`config.mk`:
```
export PLATFORM = sky130hd
export DESIGN_NAME = swp_sector_write_protection
export DESIGN_NICKNAME = d
export VERILOG_FILES = /design/src/include/swp_pkg.sv /design/src/design/swp_sector_write_protection.sv
export SDC_FILE = /design/constraint.sdc
export NUM_CORES = 1
export LEC_CHECK = 0
export ABC_AREA = 1
export ABC_CLOCK_PERIOD_IN_PS = 3300
export BUFFER_PORTS_ARGS = -buffer_cell sky130_fd_sc_hd__buf_2
export CAP_MARGIN = 25
export CORE_MARGIN = 2
export CORE_UTILIZATION = 52
export CTS_BUF_LIST = sky130_fd_sc_hd__clkbuf_16
export DETAILED_ROUTE_END_ITERATION = 8
export PLACE_DENSITY = 0.74
export SLEW_MARGIN = 40
export SYNTH_ARGS = -nofsm -noshare
export SYNTH_HDL_FRONTEND = slang
export SYNTH_SLANG_ARGS = --single-unit
```
`constraint.sdc`:
```
create_clock -name i_mclk -period 3.3 [get_ports i_mclk]
set_input_delay 0.165 -clock i_mclk [delete_from_list [all_inputs] [get_ports i_mclk]]
set_output_delay 0.165 -clock i_mclk [all_outputs]
set_load 0.05 [all_outputs]
```
`src/include/swp_pkg.sv`:
```
// constants and types for the sector write protection block
package swp_pkg;
	// register word indexes
	localparam logic [3:0] SWP_REG_CMD = 4'h0;
	localparam logic [3:0] SWP_REG_STATUS = 4'h1;
	localparam logic [3:0] SWP_REG_PW_LO = 4'h2;
	localparam logic [3:0] SWP_REG_PW_HI = 4'h3;
	localparam logic [3:0] SWP_REG_CFG = 4'h4;
	localparam logic [3:0] SWP_REG_SECT = 4'h5;
	// command word fields
	localparam int SWP_CMD_OP_LSB = 0;
	localparam int SWP_CMD_SECT_LSB = 8;
	// command opcodes
	localparam logic [3:0] SWP_OP_PPB_PROG = 4'h1;
	localparam logic [3:0] SWP_OP_PPB_ERASE = 4'h2;
	localparam logic [3:0] SWP_OP_LOCK_CLEAR = 4'h3;
	localparam logic [3:0] SWP_OP_PW_UNLOCK = 4'h4;
	localparam logic [3:0] SWP_OP_DYB_PROTECT = 4'h5;
	localparam logic [3:0] SWP_OP_DYB_UNPROTECT = 4'h6;
	localparam logic [3:0] SWP_OP_ASO_ENTER = 4'h7;
	localparam logic [3:0] SWP_OP_ASO_EXIT = 4'h8;
	localparam logic [3:0] SWP_OP_PPB_STATUS = 4'h9;
	localparam logic [3:0] SWP_OP_CFG_PROG = 4'hA;
	localparam logic [3:0] SWP_OP_PW_PROG = 4'hB;
	localparam logic [3:0] SWP_OP_STATUS_CLEAR = 4'hC;
	localparam logic [3:0] SWP_OP_SW_RESET = 4'hD;
	// status word bit positions
	localparam int SWP_ST_PPB_RD = 0;
	localparam int SWP_ST_LOCK_ERR = 1;
	localparam int SWP_ST_PROG_ERR = 4;
	localparam int SWP_ST_ERASE_ERR = 5;
	localparam int SWP_ST_READY = 7;
	localparam int SWP_ST_LOCK = 8;
	localparam int SWP_ST_ASO = 9;
	// guard config word
	localparam logic [15:0] SWP_CFG_RESET = 16'hFEFF;
	localparam int SWP_CFG_MODE_LSB = 1;
	localparam logic [1:0] SWP_MODE_NONE = 2'h0;
	localparam logic [1:0] SWP_MODE_PASSWORD = 2'h1;
	localparam logic [1:0] SWP_MODE_BOOT_PERM = 2'h2;
	localparam logic [1:0] SWP_MODE_BOOT_TEMP = 2'h3;
	// timing
	localparam int SWP_CLK_PERIOD_NS = 25;
	localparam int SWP_PROG_TIME_NS = 2000;
	localparam int SWP_ERASE_TIME_NS = 8000;
	localparam int SWP_PROG_CYCLES = (SWP_PROG_TIME_NS + SWP_CLK_PERIOD_NS - 1) / SWP_CLK_PERIOD_NS;
	localparam int SWP_ERASE_CYCLES = (SWP_ERASE_TIME_NS + SWP_CLK_PERIOD_NS - 1) / SWP_CLK_PERIOD_NS;
	// embedded algorithm states
	typedef enum logic [1:0] {
		SWP_ST_IDLE = 2'b00,
		SWP_ST_BUSY = 2'b01
	} swp_state_type;
endpackage

```
`src/design/swp_sector_write_protection.sv`:
```
// sector write protection block with avalon-mm register slave
module swp_sector_write_protection
	import swp_pkg::*;
#(
	parameter int SECTORS = 16,
	parameter int PROG_CYCLES = SWP_PROG_CYCLES,
	parameter int ERASE_CYCLES = SWP_ERASE_CYCLES
) (
	// clock, reset, enable
	input wire logic i_mclk,
	input wire logic i_reset_n,
	input wire logic i_ce,
	// hardware reset pin
	input wire logic i_hw_reset_n,
	// avalon-mm slave
	input wire logic [3:0] i_avs_address,
	input wire logic i_avs_read,
	input wire logic i_avs_write,
	input wire logic [31:0] i_avs_writedata,
	output logic [31:0] o_avs_readdata,
	output logic o_avs_waitrequest,
	// protection state
	output logic [SECTORS-1:0] o_sector_write_ok,
	output logic o_persistent_bit_lock
);
	localparam int SW = (SECTORS > 1) ? $clog2(SECTORS) : 1;

	function automatic logic [SECTORS-1:0] swp_onehot(input logic [SW-1:0] idx);
		logic [SECTORS-1:0] v;
		v = '0;
		v[idx] = 1'b1;
		return v;
	endfunction

	swp_state_type state_r;
	logic [15:0] timer_r;
	logic [3:0] op_r;
	logic [SW-1:0] op_sect_r;
	logic op_abort_r;
	logic [SECTORS-1:0] persistent_sector_bit_r;
	logic [SECTORS-1:0] volatile_sector_bit_r;
	logic [SECTORS-1:0] ok_r;
	logic lock_r;
	logic [15:0] guard_config_word_r;
	logic [63:0] password_r;
	logic [31:0] pw_lo_r;
	logic [31:0] pw_hi_r;
	logic [15:0] cfg_data_r;
	logic aso_r;
	logic err_prog_r;
	logic err_erase_r;
	logic err_lock_r;
	logic ppb_rd_r;
	logic wait_r;
	logic [31:0] rdata_r;
	logic hw_s1_r;
	logic hw_s2_r;
	logic hw_s3_r;
	logic hw_filt_r;

	// bus decode
	wire logic req = i_avs_read | i_avs_write;
	wire logic wr_take = i_avs_write & ~wait_r;
	wire logic idle = (state_r == SWP_ST_IDLE);
	wire logic cmd_go = wr_take & (i_avs_address == SWP_REG_CMD) & idle;
	wire logic [3:0] cmd_op = i_avs_writedata[SWP_CMD_OP_LSB +: 4];
	wire logic [7:0] cmd_sect_full = i_avs_writedata[SWP_CMD_SECT_LSB +: 8];
	wire logic [SW-1:0] cmd_sect = cmd_sect_full[SW-1:0];
	wire logic sect_ok = (32'(cmd_sect_full) < 32'(SECTORS));
	wire logic hw_rst = ~hw_filt_r;
	wire logic [1:0] mode = guard_config_word_r[SWP_CFG_MODE_LSB +: 2];
	wire logic mode_pw = (mode == SWP_MODE_PASSWORD);
	wire logic cfg_frozen = (mode != SWP_MODE_BOOT_TEMP);
	wire logic cfg_both = (cfg_data_r[SWP_CFG_MODE_LSB +: 2] == SWP_MODE_NONE);
	wire logic pw_match = ({pw_hi_r, pw_lo_r} == password_r);
	// command strobes
	wire logic go_prog = cmd_go & (cmd_op == SWP_OP_PPB_PROG) & sect_ok;
	wire logic go_erase = cmd_go & (cmd_op == SWP_OP_PPB_ERASE);
	wire logic go_cfg = cmd_go & (cmd_op == SWP_OP_CFG_PROG);
	wire logic go_pw = cmd_go & (cmd_op == SWP_OP_PW_PROG);
	wire logic go_busy = go_prog | go_erase | go_cfg | go_pw;
	wire logic go_lock_clr = cmd_go & (cmd_op == SWP_OP_LOCK_CLEAR);
	wire logic go_unlock = cmd_go & (cmd_op == SWP_OP_PW_UNLOCK);
	wire logic go_dyb_p = cmd_go & (cmd_op == SWP_OP_DYB_PROTECT) & sect_ok;
	wire logic go_dyb_u = cmd_go & (cmd_op == SWP_OP_DYB_UNPROTECT) & sect_ok;
	wire logic go_aso_in = cmd_go & (cmd_op == SWP_OP_ASO_ENTER);
	wire logic go_aso_out = cmd_go & ((cmd_op == SWP_OP_ASO_EXIT) | (cmd_op == SWP_OP_SW_RESET));
	wire logic go_ppb_rd = cmd_go & (cmd_op == SWP_OP_PPB_STATUS) & sect_ok & aso_r;
	wire logic go_st_clr = cmd_go & (cmd_op == SWP_OP_STATUS_CLEAR);
	wire logic start_abort = ((go_prog | go_erase) & ~lock_r) | (go_cfg & (cfg_frozen | cfg_both))
		| (go_pw & cfg_frozen);
	wire logic [15:0] start_time = go_erase ? 16'(ERASE_CYCLES) : 16'(PROG_CYCLES);
	// completion
	wire logic done = ~idle & (timer_r == 16'h0001);
	wire logic done_ok = done & ~op_abort_r;
	wire logic done_bad = done & op_abort_r;
	wire logic is_prog = (op_r == SWP_OP_PPB_PROG);
	wire logic is_erase = (op_r == SWP_OP_PPB_ERASE);
	wire logic is_cfg = (op_r == SWP_OP_CFG_PROG);
	wire logic is_pw = (op_r == SWP_OP_PW_PROG);
	// error flags, set wins over clear
	wire logic err_prog_nxt = (err_prog_r & ~go_st_clr) | (done_bad & (is_prog | is_cfg | is_pw));
	wire logic err_erase_nxt = (err_erase_r & ~go_st_clr) | (done_bad & is_erase);
	wire logic err_lock_nxt = (err_lock_r & ~go_st_clr) | (done_bad & (is_prog | is_erase | is_cfg));
	// read data selection
	wire logic [31:0] status_word = {22'h0, aso_r, lock_r, idle, 1'b0, err_erase_r, err_prog_r,
		2'h0, err_lock_r, ppb_rd_r};
	wire logic [31:0] rd_mux = (i_avs_address == SWP_REG_STATUS) ? status_word :
		(i_avs_address == SWP_REG_CFG) ? {16'h0, guard_config_word_r} :
		(i_avs_address == SWP_REG_SECT) ? {16'(volatile_sector_bit_r), 16'(persistent_sector_bit_r)} :
		32'h0000_0000;

	// hardware reset pin synchroniser and filter
	always_ff @(posedge i_mclk) begin
		if (!i_reset_n) begin
			hw_s1_r <= 1'b1;
			hw_s2_r <= 1'b1;
			hw_s3_r <= 1'b1;
			hw_filt_r <= 1'b1;
		end else if (i_ce) begin
			hw_s1_r <= i_hw_reset_n;
			hw_s2_r <= hw_s1_r;
			hw_s3_r <= hw_s2_r;
			if (hw_s2_r == hw_s3_r) begin
				hw_filt_r <= hw_s2_r;
			end
		end
	end

	// bus handshake, one wait cycle per access
	// status always readable
	always_ff @(posedge i_mclk) begin
		if (!i_reset_n) begin
			wait_r <= 1'b1;
			rdata_r <= 32'h0000_0000;
		end else if (i_ce) begin
			wait_r <= ~(req & wait_r);
			if (req & wait_r) begin
				rdata_r <= i_avs_read ? rd_mux : 32'h0000_0000;
			end
		end
	end

	// host holding registers
	always_ff @(posedge i_mclk) begin
		if (!i_reset_n) begin
			pw_lo_r <= 32'h0000_0000;
			pw_hi_r <= 32'h0000_0000;
			cfg_data_r <= SWP_CFG_RESET;
		end else if (i_ce & wr_take) begin
			if (i_avs_address == SWP_REG_PW_LO) begin
				pw_lo_r <= i_avs_writedata;
			end
			if (i_avs_address == SWP_REG_PW_HI) begin
				pw_hi_r <= i_avs_writedata;
			end
			if (i_avs_address == SWP_REG_CFG) begin
				cfg_data_r <= i_avs_writedata[15:0];
			end
		end
	end

	// embedded algorithm sequencing
	// lock 0 runs full time then aborts
	always_ff @(posedge i_mclk) begin
		if (!i_reset_n) begin
			state_r <= SWP_ST_IDLE;
			timer_r <= 16'h0000;
			op_r <= 4'h0;
			op_sect_r <= '0;
			op_abort_r <= 1'b0;
		end else if (i_ce) begin
			case (state_r)
				SWP_ST_IDLE: begin
					if (go_busy & ~hw_rst) begin
						state_r <= SWP_ST_BUSY;
						timer_r <= start_time;
						op_r <= cmd_op;
						op_sect_r <= cmd_sect;
						op_abort_r <= start_abort;
					end
				end
				SWP_ST_BUSY: begin
					timer_r <= timer_r - 16'h0001;
					if (done | hw_rst) begin
						state_r <= SWP_ST_IDLE;
					end
				end
				default: begin
					state_r <= SWP_ST_IDLE;
				end
			endcase
		end
	end

	// persistent bits, power-on only
	// single program, group erase
	// changed only while lock was 1
	always_ff @(posedge i_mclk) begin
		if (!i_reset_n) begin
			persistent_sector_bit_r <= '1;
		end else if (i_ce & done_ok & ~hw_rst) begin
			if (is_prog) begin
				persistent_sector_bit_r <= persistent_sector_bit_r & ~swp_onehot(op_sect_r);
			end else if (is_erase) begin
				persistent_sector_bit_r <= '1;
			end
		end
	end

	// guard config and hidden password, programs zeros only
	// mode fixed by otp bits
	always_ff @(posedge i_mclk) begin
		if (!i_reset_n) begin
			guard_config_word_r <= SWP_CFG_RESET;
			password_r <= 64'hFFFF_FFFF_FFFF_FFFF;
		end else if (i_ce & done_ok & ~hw_rst) begin
			if (is_cfg) begin
				guard_config_word_r <= guard_config_word_r & cfg_data_r;
			end
			if (is_pw) begin
				password_r <= password_r & {pw_hi_r, pw_lo_r};
			end
		end
	end

	// persistent bit lock
	always_ff @(posedge i_mclk) begin
		if (!i_reset_n) begin
			lock_r <= 1'b1;
		end else if (i_ce) begin
			if (hw_rst) begin
				lock_r <= ~mode_pw;
			end else if (go_lock_clr) begin
				lock_r <= 1'b0;
			end else if (go_unlock & mode_pw & pw_match) begin
				lock_r <= 1'b1;
			end
		end
	end

	// dynamic bits
	always_ff @(posedge i_mclk) begin
		if (!i_reset_n) begin
			volatile_sector_bit_r <= '1;
		end else if (i_ce) begin
			if (hw_rst) begin
				volatile_sector_bit_r <= '1;
			end else if (go_dyb_p) begin
				volatile_sector_bit_r <= volatile_sector_bit_r & ~swp_onehot(cmd_sect);
			end else if (go_dyb_u) begin
				volatile_sector_bit_r <= volatile_sector_bit_r | swp_onehot(cmd_sect);
			end
		end
	end

	// overlay space, status flags
	// software reset touches no lock
	always_ff @(posedge i_mclk) begin
		if (!i_reset_n) begin
			aso_r <= 1'b0;
			ppb_rd_r <= 1'b0;
			err_prog_r <= 1'b0;
			err_erase_r <= 1'b0;
			err_lock_r <= 1'b0;
		end else if (i_ce) begin
			if (hw_rst) begin
				aso_r <= 1'b0;
				ppb_rd_r <= 1'b0;
				err_prog_r <= 1'b0;
				err_erase_r <= 1'b0;
				err_lock_r <= 1'b0;
			end else begin
				if (go_aso_in) begin
					aso_r <= 1'b1;
				end else if (go_aso_out) begin
					aso_r <= 1'b0;
				end
				if (go_ppb_rd) begin
					ppb_rd_r <= persistent_sector_bit_r[cmd_sect];
				end
				err_prog_r <= err_prog_nxt;
				err_erase_r <= err_erase_nxt;
				err_lock_r <= err_lock_nxt;
			end
		end
	end

	// write gate toward the array
	// both bits must be 1
	always_ff @(posedge i_mclk) begin
		if (!i_reset_n) begin
			ok_r <= '1;
		end else if (i_ce) begin
			ok_r <= persistent_sector_bit_r & volatile_sector_bit_r;
		end
	end

	// outputs
	assign o_avs_readdata = rdata_r;
	assign o_avs_waitrequest = wait_r;
	assign o_sector_write_ok = ok_r;
	assign o_persistent_bit_lock = lock_r;
endmodule

```
* After elaboration in Yosys (flattened, before gate mapping)
Index checks and enable logic that the tools add are counted.
Storage, ports and cells: register bits after elaboration 278, bits in latches 0, memory bits (writable) 0, ROM bits 0, input port bits 42, word-level logic and storage cells 190, memories 0
Operators by class: add/subtract/negate cells 1, $mul 0, divide/modulo/power cells 0, $lt $le $gt $ge 5, eq/ne operators 34, shift operators 0, multiplexer cells 32, bitwise gates (word level) 71, reduce and logical (&&, ||, !) cells 22
Operators with widths (number):
- $mux 32 | 4
- $mux 16 | 6
- $and 16x16->16 | 4
- $and 64x64->64 | 1
- $eq 64x64->1 | 1
- $and 1x1->1 | 39
- $eq 4x4->1 const B | 8
- $not 16->16 | 2
- $pmux 16 s2 | 1
- $eq 4x3->1 const B | 6
- $reduce_and 2->1 | 12
- $eq 4x2->1 const B | 5
- $eq 16x1->1 const B | 1
- $or 1x1->1 | 16
- $or 16x16->16 | 1
- $sub 16x1->16 const B | 1
- $mux 1 | 14
- $eq 4x1->1 const B | 3
- $lt 4x5->1 const B | 2
- $mux 9 | 1
- $ne 3x1->1 const B | 3
- $reduce_and 3->1 | 3
- $demux 1 s4 | 2
- $ge 4x1->1 const B | 2
- 13 further kinds | 27

* Logic depth before layout (Yosys ltp)
Gate-level depths: netlist of run 1.
depth in word-level cells 12, mapped depth 12

* Least setup slack after synthesis of run 1
OpenSTA, ideal clock, no wires.
kind register to register, start point reg wait_r (netlist: o_avs_waitrequest), end point reg timer_r[5], library setup time 0.070 ns, arrival 1.734 ns, setup slack 1.495 ns, stages on the path, launching flop included 11, path buffers 2, period minus slack after synthesis 1.805 ns, cells stage by stage dfxtp_1 -> inv_1 -> nand2_1 -> nor3_2 -> buf_4 -> nand2_1 -> nand2_1 -> nand2_2 -> clkbuf_1 -> nand2_1 -> a21oi_1
On the way: cells in the longest elaborated chain, start to end 12, elaborated cells between the ends (all ways) 15, those cells by class eq/ne: 1; bitwise: 13; reduce/logical: 1
Ends and longest elaborated chain:
- from (decl) | RTL line swp_sector_write_protection.sv:54 | logic wait_r;
- from (signal assigned) | RTL line swp_sector_write_protection.sv:137 | wait_r <= ~(req & wait_r);
- $not 1->1 * | RTL line swp_sector_write_protection.sv:63 | wire logic wr_take = i_avs_write & ~wait_r;
- $and 1x1->1 * | RTL line swp_sector_write_protection.sv:63
- $and 1x1->1 * (2 in a row) | RTL line swp_sector_write_protection.sv:65 | wire logic cmd_go = wr_take & (i_avs_address == SWP_REG_CMD) & idle;
- $and 1x1->1 (2 in a row) | RTL line swp_sector_write_protection.sv:77 | wire logic go_prog = cmd_go & (cmd_op == SWP_OP_PPB_PROG) & sect_ok;
- $or 1x1->1 (2 in a row) | RTL line swp_sector_write_protection.sv:81 | wire logic go_busy = go_prog | go_erase | go_cfg | go_pw;
- $or 1x1->1 * | RTL line swp_sector_write_protection.sv:81
- $and 1x1->1 * | RTL line swp_sector_write_protection.sv:175 | if (go_busy & ~hw_rst) begin
- $ne 2x1->1 (no line) *
- $reduce_and 3->1 (no line) *
- to (signal assigned) | RTL line swp_sector_write_protection.sv:177 | timer_r <= start_time;
- to (signal assigned) | RTL line swp_sector_write_protection.sv:184 | timer_r <= timer_r - 16'h0001;
- to (decl) | RTL line swp_sector_write_protection.sv:36 | logic [15:0] timer_r;
Mark *: on every way between the ends. The rest lies on a longest branch, timed or not. A chain may end at the register's enable or synchronous reset.

* Final worst setup path of run 1
start point reg wait_r (netlist: o_avs_waitrequest), end point reg pw_hi_r[16]
On the way: cells in the longest elaborated chain, start to end 4
Ends and longest elaborated chain:
- $not 1->1 | RTL line swp_sector_write_protection.sv:63
- $and 1x1->1 | RTL line swp_sector_write_protection.sv:63
- $and 1x1->1 | RTL line swp_sector_write_protection.sv:150 | end else if (i_ce & wr_take) begin
- $reduce_and 2->1 (no line)
- to (signal assigned) | RTL line swp_sector_write_protection.sv:155 | pw_hi_r <= i_avs_writedata;
- to (decl) | RTL line swp_sector_write_protection.sv:47 | logic [31:0] pw_hi_r;
No other way between the ends.

==> impl_metrics.toml, run 1 <==
[sta]
slew_violations = 0
setup_viol = 0
worst_slew_pin_slew_ns = 0.7798
fmax_mhz = 431.5
fin_skew_ns = 0.01797
fin_crit_sh = 0.7023
fin_crit_ns = 2.318
slew-limit-headroom = 0.4769
hold_viol = 0
tns_ns = 0
rsz0062_at_grt = "false"

[grt]
grt_antenna_before_repair = 0
gr-total-overflow = 0
busiest_layer = "met2"
grtUsageTotal = 0.2596
grt_use_met2 = 0.4317
grt_max_degree = 74
grt_use_met1 = 0.3516
grt_pass1_vias = 10780
use_met3 = 0.03375
grt_pass1_wl_um = 53340

[power]
vdd_drop_max_mv = 0.3419
p_leak_nw = 6.447
powerDensity_nw_per_um2 = 482.8
p_total_mw = 6.873

[worst_setup_path]
startpoint_type = "flip-flop"
path_buf_inv = 4
slowest_delay_ns = 0.56
worst_setup_path_end_kind = "flip-flop"
path_cells = "inv_1, nand3_1, nor2_1, nand4_1, clkinv_1, buf_4, o21ai_0, a21oi_1, dlygate4sd3_1"
crit_arrival_ns = 2.82
cp.required_ns = 3.80
criticalPathCategory = "reg -> reg"
cp_top_family = "buffers and inverters"
cp_slowest_cell = "dlygate4sd3_1"
worst-path-max-fanout = 64

[synthesis]
ys_seq_elements = 277
avgSynthCellArea_sq_um = 7.401
syn-instance-count = 1674
synth_top_flop_cell = "dfxtp_1"
async_reset_ff_frac = 0
synth_area_sq_um = 12390
yosysWarnings = 0
ys_types = 33
synth_edf_count = 0
synthesis.nets = 1782
synth-seq-area-share = 0.4476

[clocking]
clock-sinks = 277
path_clk_slew_ns = 0.06
postCtsResizedCells = 0
cts_buffers = 29
root_buffer = "clkbuf_16"
postCtsSetupBuffers = 0
clk_path_buf_depth = 3
cts_hold_buf = 33
cts_tree = "done"
cts_htree_levels = 1
insertion_delay_ns = 0.56

[placement]
placed_cells = 2008
routabilityCongestion = 0.8918
dp_hpwl_um = 21480
numPortBuffers = 91

[detailed_routing]
remaining_drc_errors = 0
wire_per_inst_um = 15.48
dr.first_iter.drc_count = 886
drt_wl_total_um = 32410
viasPerCell = 5.484
vias = 11480
drtPass1Iterations = 5
ant_nets = 0

[finish]
nNetsFinal = 1861
ff_latch_area_sq_um = 5545
drive_gt1_frac = 0.09245
antenna_cells = 0
multi_input_area_sq_um = 6038
syn_to_final_growth_pct = 14.91
fill_cells = 2200
layout.cells.non_filler = 2093

[worst_hold_path]
min_path_type = "in -> reg"

[floorplan]
start_util = 0.5294
die_h_um = 158.4
die_area_sq_um = 25080
rows = 56
coreArea_sq_um = 23400
io_pins = 92
die_x_um = 158.4

[run]
max-cap-violations = 0

[run_status]
outcome = "complete, no violations"
## cells in the mapped netlist (6+ instances only)
library cell	n	share of area
clkbuf_1	72	0.022
nor2_1	156	0.047
nand2_1	402	0.12
a22oi_1	8	0.0048
buf_4	8	0.0048
a21oi_1	86	0.035
ha_1	66	0.067
buf_2	8	0.0032
inv_1	111	0.034
buf_1	6	0.0018
o211ai_1	25	0.015
dfxtp_1	277	0.45
nor3_1	12	0.0048
nand4_1	9	0.0045
a32o_1	8	0.0065
o21ai_0	71	0.029
a211oi_1	32	0.019
nand3_1	298	0.12
## layout make-up
| class | instances | share of cell area |
|---|---|---|
| clock buffer | 29 | 0.05098 |
| clock inverter | 23 | 0.01151 |
| inverter | 114 | 0.03006 |
| multi-input combinational | 1189 | 0.4242 |
| sequential | 277 | 0.3895 |
| tap | 319 | 0.02804 |
| timing repair buffer | 142 | 0.06574 |
## worst reg2reg max path, cell delays in order (launching register included)
cell and delay, ns:
dfxtp_1 0.34, inv_1 0.08, nand3_1 0.17, nor2_1 0.14, nand4_1 0.11, clkinv_1 0.06
buf_4 0.51, o21ai_0 0.16, a21oi_1 0.13, dlygate4sd3_1 0.56
## layout by cell type, fill, tap and decap left out, types with 3 or more instances in the layout
cell and count:
o21ai_0 71, nor2_1 154, ha_1 66, dlygate4sd3_1 33, clkinv_1 10, dfxtp_1 277
nor2_2 3, o211ai_1 25, buf_4 18, a22oi_1 8, clkbuf_16 29, a211oi_1 32
clkinv_2 7, nand3_1 297, a21oi_1 86, buf_2 90, nand2_1 402, a32o_1 8
inv_1 114, nand4_1 9, inv_2 3, nor3_1 12
## cells by family after synthesis
| kind of cell | share of synthesized area |
|---|---|
| compound gates | 0.1116 |
| fa+ha+maj | 0.06665 |
| buf+inv | 0.06625 |
| flops | 0.4476 |
| simple gates | 0.3079 |
## final timing paths
kind	from	endpoint	slack [ns]	cells after the start
hold / removal	i_avs_writedata[8]	cfg_data_r[8]	0.03	3
setup reg to reg	o_avs_waitrequest	pw_hi_r[16]	0.98	9
hold reg to reg	guard_config_word_r[10]	guard_config_word_r[10]	0.45	2
setup / recovery	o_avs_waitrequest	pw_hi_r[16]	0.98	9
## state kept, by name, indices dropped and copies added, names as in the netlist, 32 cells and up
name / count
password_r: 64
pw_lo_r: 32
pw_hi_r: 32
o_avs_readdata: 32
## power breakdown
part | total [mW] | internal (mW) | switching [mW]
logic | 0.395 | 0.116 | 0.279
clock network | 3.09 | 1.75 | 1.34
registers | 3.39 | 3.37 | 0.0170
## per-stage QoR
stage	instance area, sq um	hold WS [ns]	setup WS [ns]	utilization
floorplan	12390	0.2913	1.495	-
global placement	13020	0.3888	1.153	0.5562
detailed placement	13020	0.3865	1.054	0.5562
CTS	14240	0.006422	1.008	0.6083
global route	14240	0.02586	0.7100	0.6083
finish	14240	0.02721	0.9824	0.6083
## routing by layer
metal | wire length, um | part of all wire
met1 | 14570 | 0.45
met2 | 15190 | 0.47
met3 | 1769 | 0.055
met4 | 877 | 0.027
met5 | 0 | 0
Power figures use the tool's default switching activity.
==> run 2: changes to the inputs <==
--- a/config.mk
+++ b/config.mk
@@ -6,14 +6,14 @@
 export NUM_CORES = 1
 export LEC_CHECK = 0
 export ABC_AREA = 1
-export ABC_CLOCK_PERIOD_IN_PS = 3300
+export ABC_CLOCK_PERIOD_IN_PS = 1900
 export BUFFER_PORTS_ARGS = -buffer_cell sky130_fd_sc_hd__buf_2
 export CAP_MARGIN = 25
 export CORE_MARGIN = 2
 export CORE_UTILIZATION = 52
 export CTS_BUF_LIST = sky130_fd_sc_hd__clkbuf_16
 export DETAILED_ROUTE_END_ITERATION = 8
-export PLACE_DENSITY = 0.74
+export PLACE_DENSITY = 0.77
 export SLEW_MARGIN = 40
 export SYNTH_ARGS = -nofsm -noshare
 export SYNTH_HDL_FRONTEND = slang
==> constraint.sdc (replaced) <==
create_clock -name i_mclk -period 1.9 [get_ports i_mclk]
set_input_delay 0.095 -clock i_mclk [delete_from_list [all_inputs] [get_ports i_mclk]]
set_output_delay 0.095 -clock i_mclk [all_outputs]
set_load 0.05 [all_outputs]
==> run 2 against run 1 <==
Die area is the same. Critical path type unchanged. Setup slack lost 0.93 ns. Critical endpoint is now persistent_sector_bit_r[9]. Final cell count grew 1.7%. Largest cell class unchanged. Non-clock buffer count grew 37.
==> impl_metrics.toml, run 2 (same netlist as run 1, synthesis figures left out) <==
[run]
max-cap-violations = 0

[detailed_routing]
ant_nets = 0
dr.first_iter.drc_count = 973
drtPass1Iterations = 6
viasPerCell = 5.514
wl_met2_um = 15880
remaining_drc_errors = 0
drt_wl_total_um = 33390
routed-wl-met3_um = 1887
met1Wirelength_um = 14850
vias = 11730
top_layer = "met4"
wire_per_inst_um = 15.69

[finish]
multi_input_area_sq_um = 6090
fill_cells = 2087
largest_reg_flops = 64
largest_register = "password_r"
syn_to_final_growth_pct = 19.58
ff_latch_area_sq_um = 5548
drive_gt1_frac = 0.1177
most-common-layout-cells = "nand2_1 (400), nand3_1 (296), dfxtp_1 (275), nor2_1 (148), inv_1 (114)"
antenna_cells = 0
nNetsFinal = 1898
final_common_cell = "nand2_1"
fin_area_sq_um = 14820

[sta]
fin_crit_sh = 0.9743
fmax_mhz = 540.2
setup_viol = 0
fin_skew_ns = 0.01215
slew-limit-headroom = 0.5664
slew_violations = 0
worst_slew_pin_slew_ns = 0.6474
fin_crit_ns = 1.851
hold_viol = 0

[placement]
routabilityCongestion = 0.9445
dp_hpwl_um = 21930
place_area_sq_um = 13280
numPortBuffers = 91

[clocking]
cts_tree = "done"
clk_path_buf_depth = 3
cts_htree_levels = 1
clock-sinks = 277
cts_buffers = 29
insertion_delay_ns = 0.54
root_buffer = "clkbuf_16"
path_clk_slew_ns = 0.06

[worst_setup_path]
criticalPathCategory = "reg -> reg"
worst_setup_path_end_kind = "flip-flop"
crit_arrival_ns = 2.33
startpoint_type = "flip-flop"
worst-path-max-fanout = 8
cp.required_ns = 2.38

[grt]
gr-total-overflow = 0
grt_antenna_before_repair = 0
grtUsageTotal = 0.2586
grt_pass1_vias = 10840
grt_pass1_wl_um = 53160
grt_max_degree = 74

[power]
powerDensity_nw_per_um2 = 809.3
p_leak_nw = 6.712
vdd_drop_max_mv = 0.6700
p_total_mw = 11.99

[worst_hold_path]
min_path_type = "in -> reg"

[floorplan]
die_x_um = 158.4
die_area_sq_um = 25080
die_h_um = 158.4
coreArea_sq_um = 23400
start_util = 0.5294
io_pins = 92
rows = 56

[run_status]
outcome = "complete, no violations"
[run 2: cell type report]
type                            instances  area share
Clock inverter                         21     0.01106
Tap cell                              319     0.02694
Inverter                              114     0.02888
Sequential cell                       277      0.3745
Clock buffer                           29     0.04898
Multi-Input combinational cell       1189      0.4110
Timing Repair Buffer                  179     0.09864
[run 2: metal layers]
| metal | global-route usage | vias up |
|---|---|---|
| li1 | - | 5842 |
| met1 | 0.3508 | 5486 |
| met2 | 0.4375 | 353 |
| met3 | 0.02722 | 53 |
| met4 | 0.07593 | 0 |
| met5 | 0 | - |
[run 2: final timing paths]
check                                             from                    endpoint  slack (ns)  cells after the start
worst max register to register              timer_r[3]  persistent_sector_bit_r[9]        0.05                     10
worst min register to register  guard_config_word_r[3]      guard_config_word_r[3]        0.45                      2
worst min-delay path                         i_reset_n              password_r[46]        0.04                      3
worst max-delay path                        timer_r[3]  persistent_sector_bit_r[9]        0.05                     10
[run 2: what timing repair did]
action,4_1_cts,5_1_grt
resized for setup,0,24
endpoints found under the setup margin,0,101
endpoints found under the hold margin,83,0
hold buffers,34,0
setup buffers,0,3
[run 2: metrics by stage]
stage / utilization / setup WS [ns] / TNS (ns) / hold slack [ns] / cells
after floorplan: - / 0.09546 / 0 / 0.2213 / 1674
final: 0.6331 / 0.04886 / 0 / 0.03675 / 2128
after detailed placement: 0.5676 / 0.04057 / 0 / 0.3354 / 2032
after CTS: 0.6202 / 0.02022 / 0 / 0.01925 / 2116
after global placement: 0.5676 / 0.1120 / 0 / 0.3266 / 2032
after global routing: 0.6331 / -0.05109 / -2.104 / 0.04785 / 2128
[run 2: critical path, stage by stage, from the launching register on]
cell and delay (ns):
dfxtp_1 0.35, nor2_2 0.14, inv_1 0.08, nor3_1 0.18, nand3_2 0.13, nor3_4 0.24, buf_12 0.18, buf_12 0.15
a21oi_2 0.10, buf_6 0.17, nand2_1 0.07
[run 2: where the power goes]
part | internal [mW] | switching (mW)
clock network | 3.14 | 2.25
logic | 0.221 | 0.493
registers | 5.86 | 0.0302
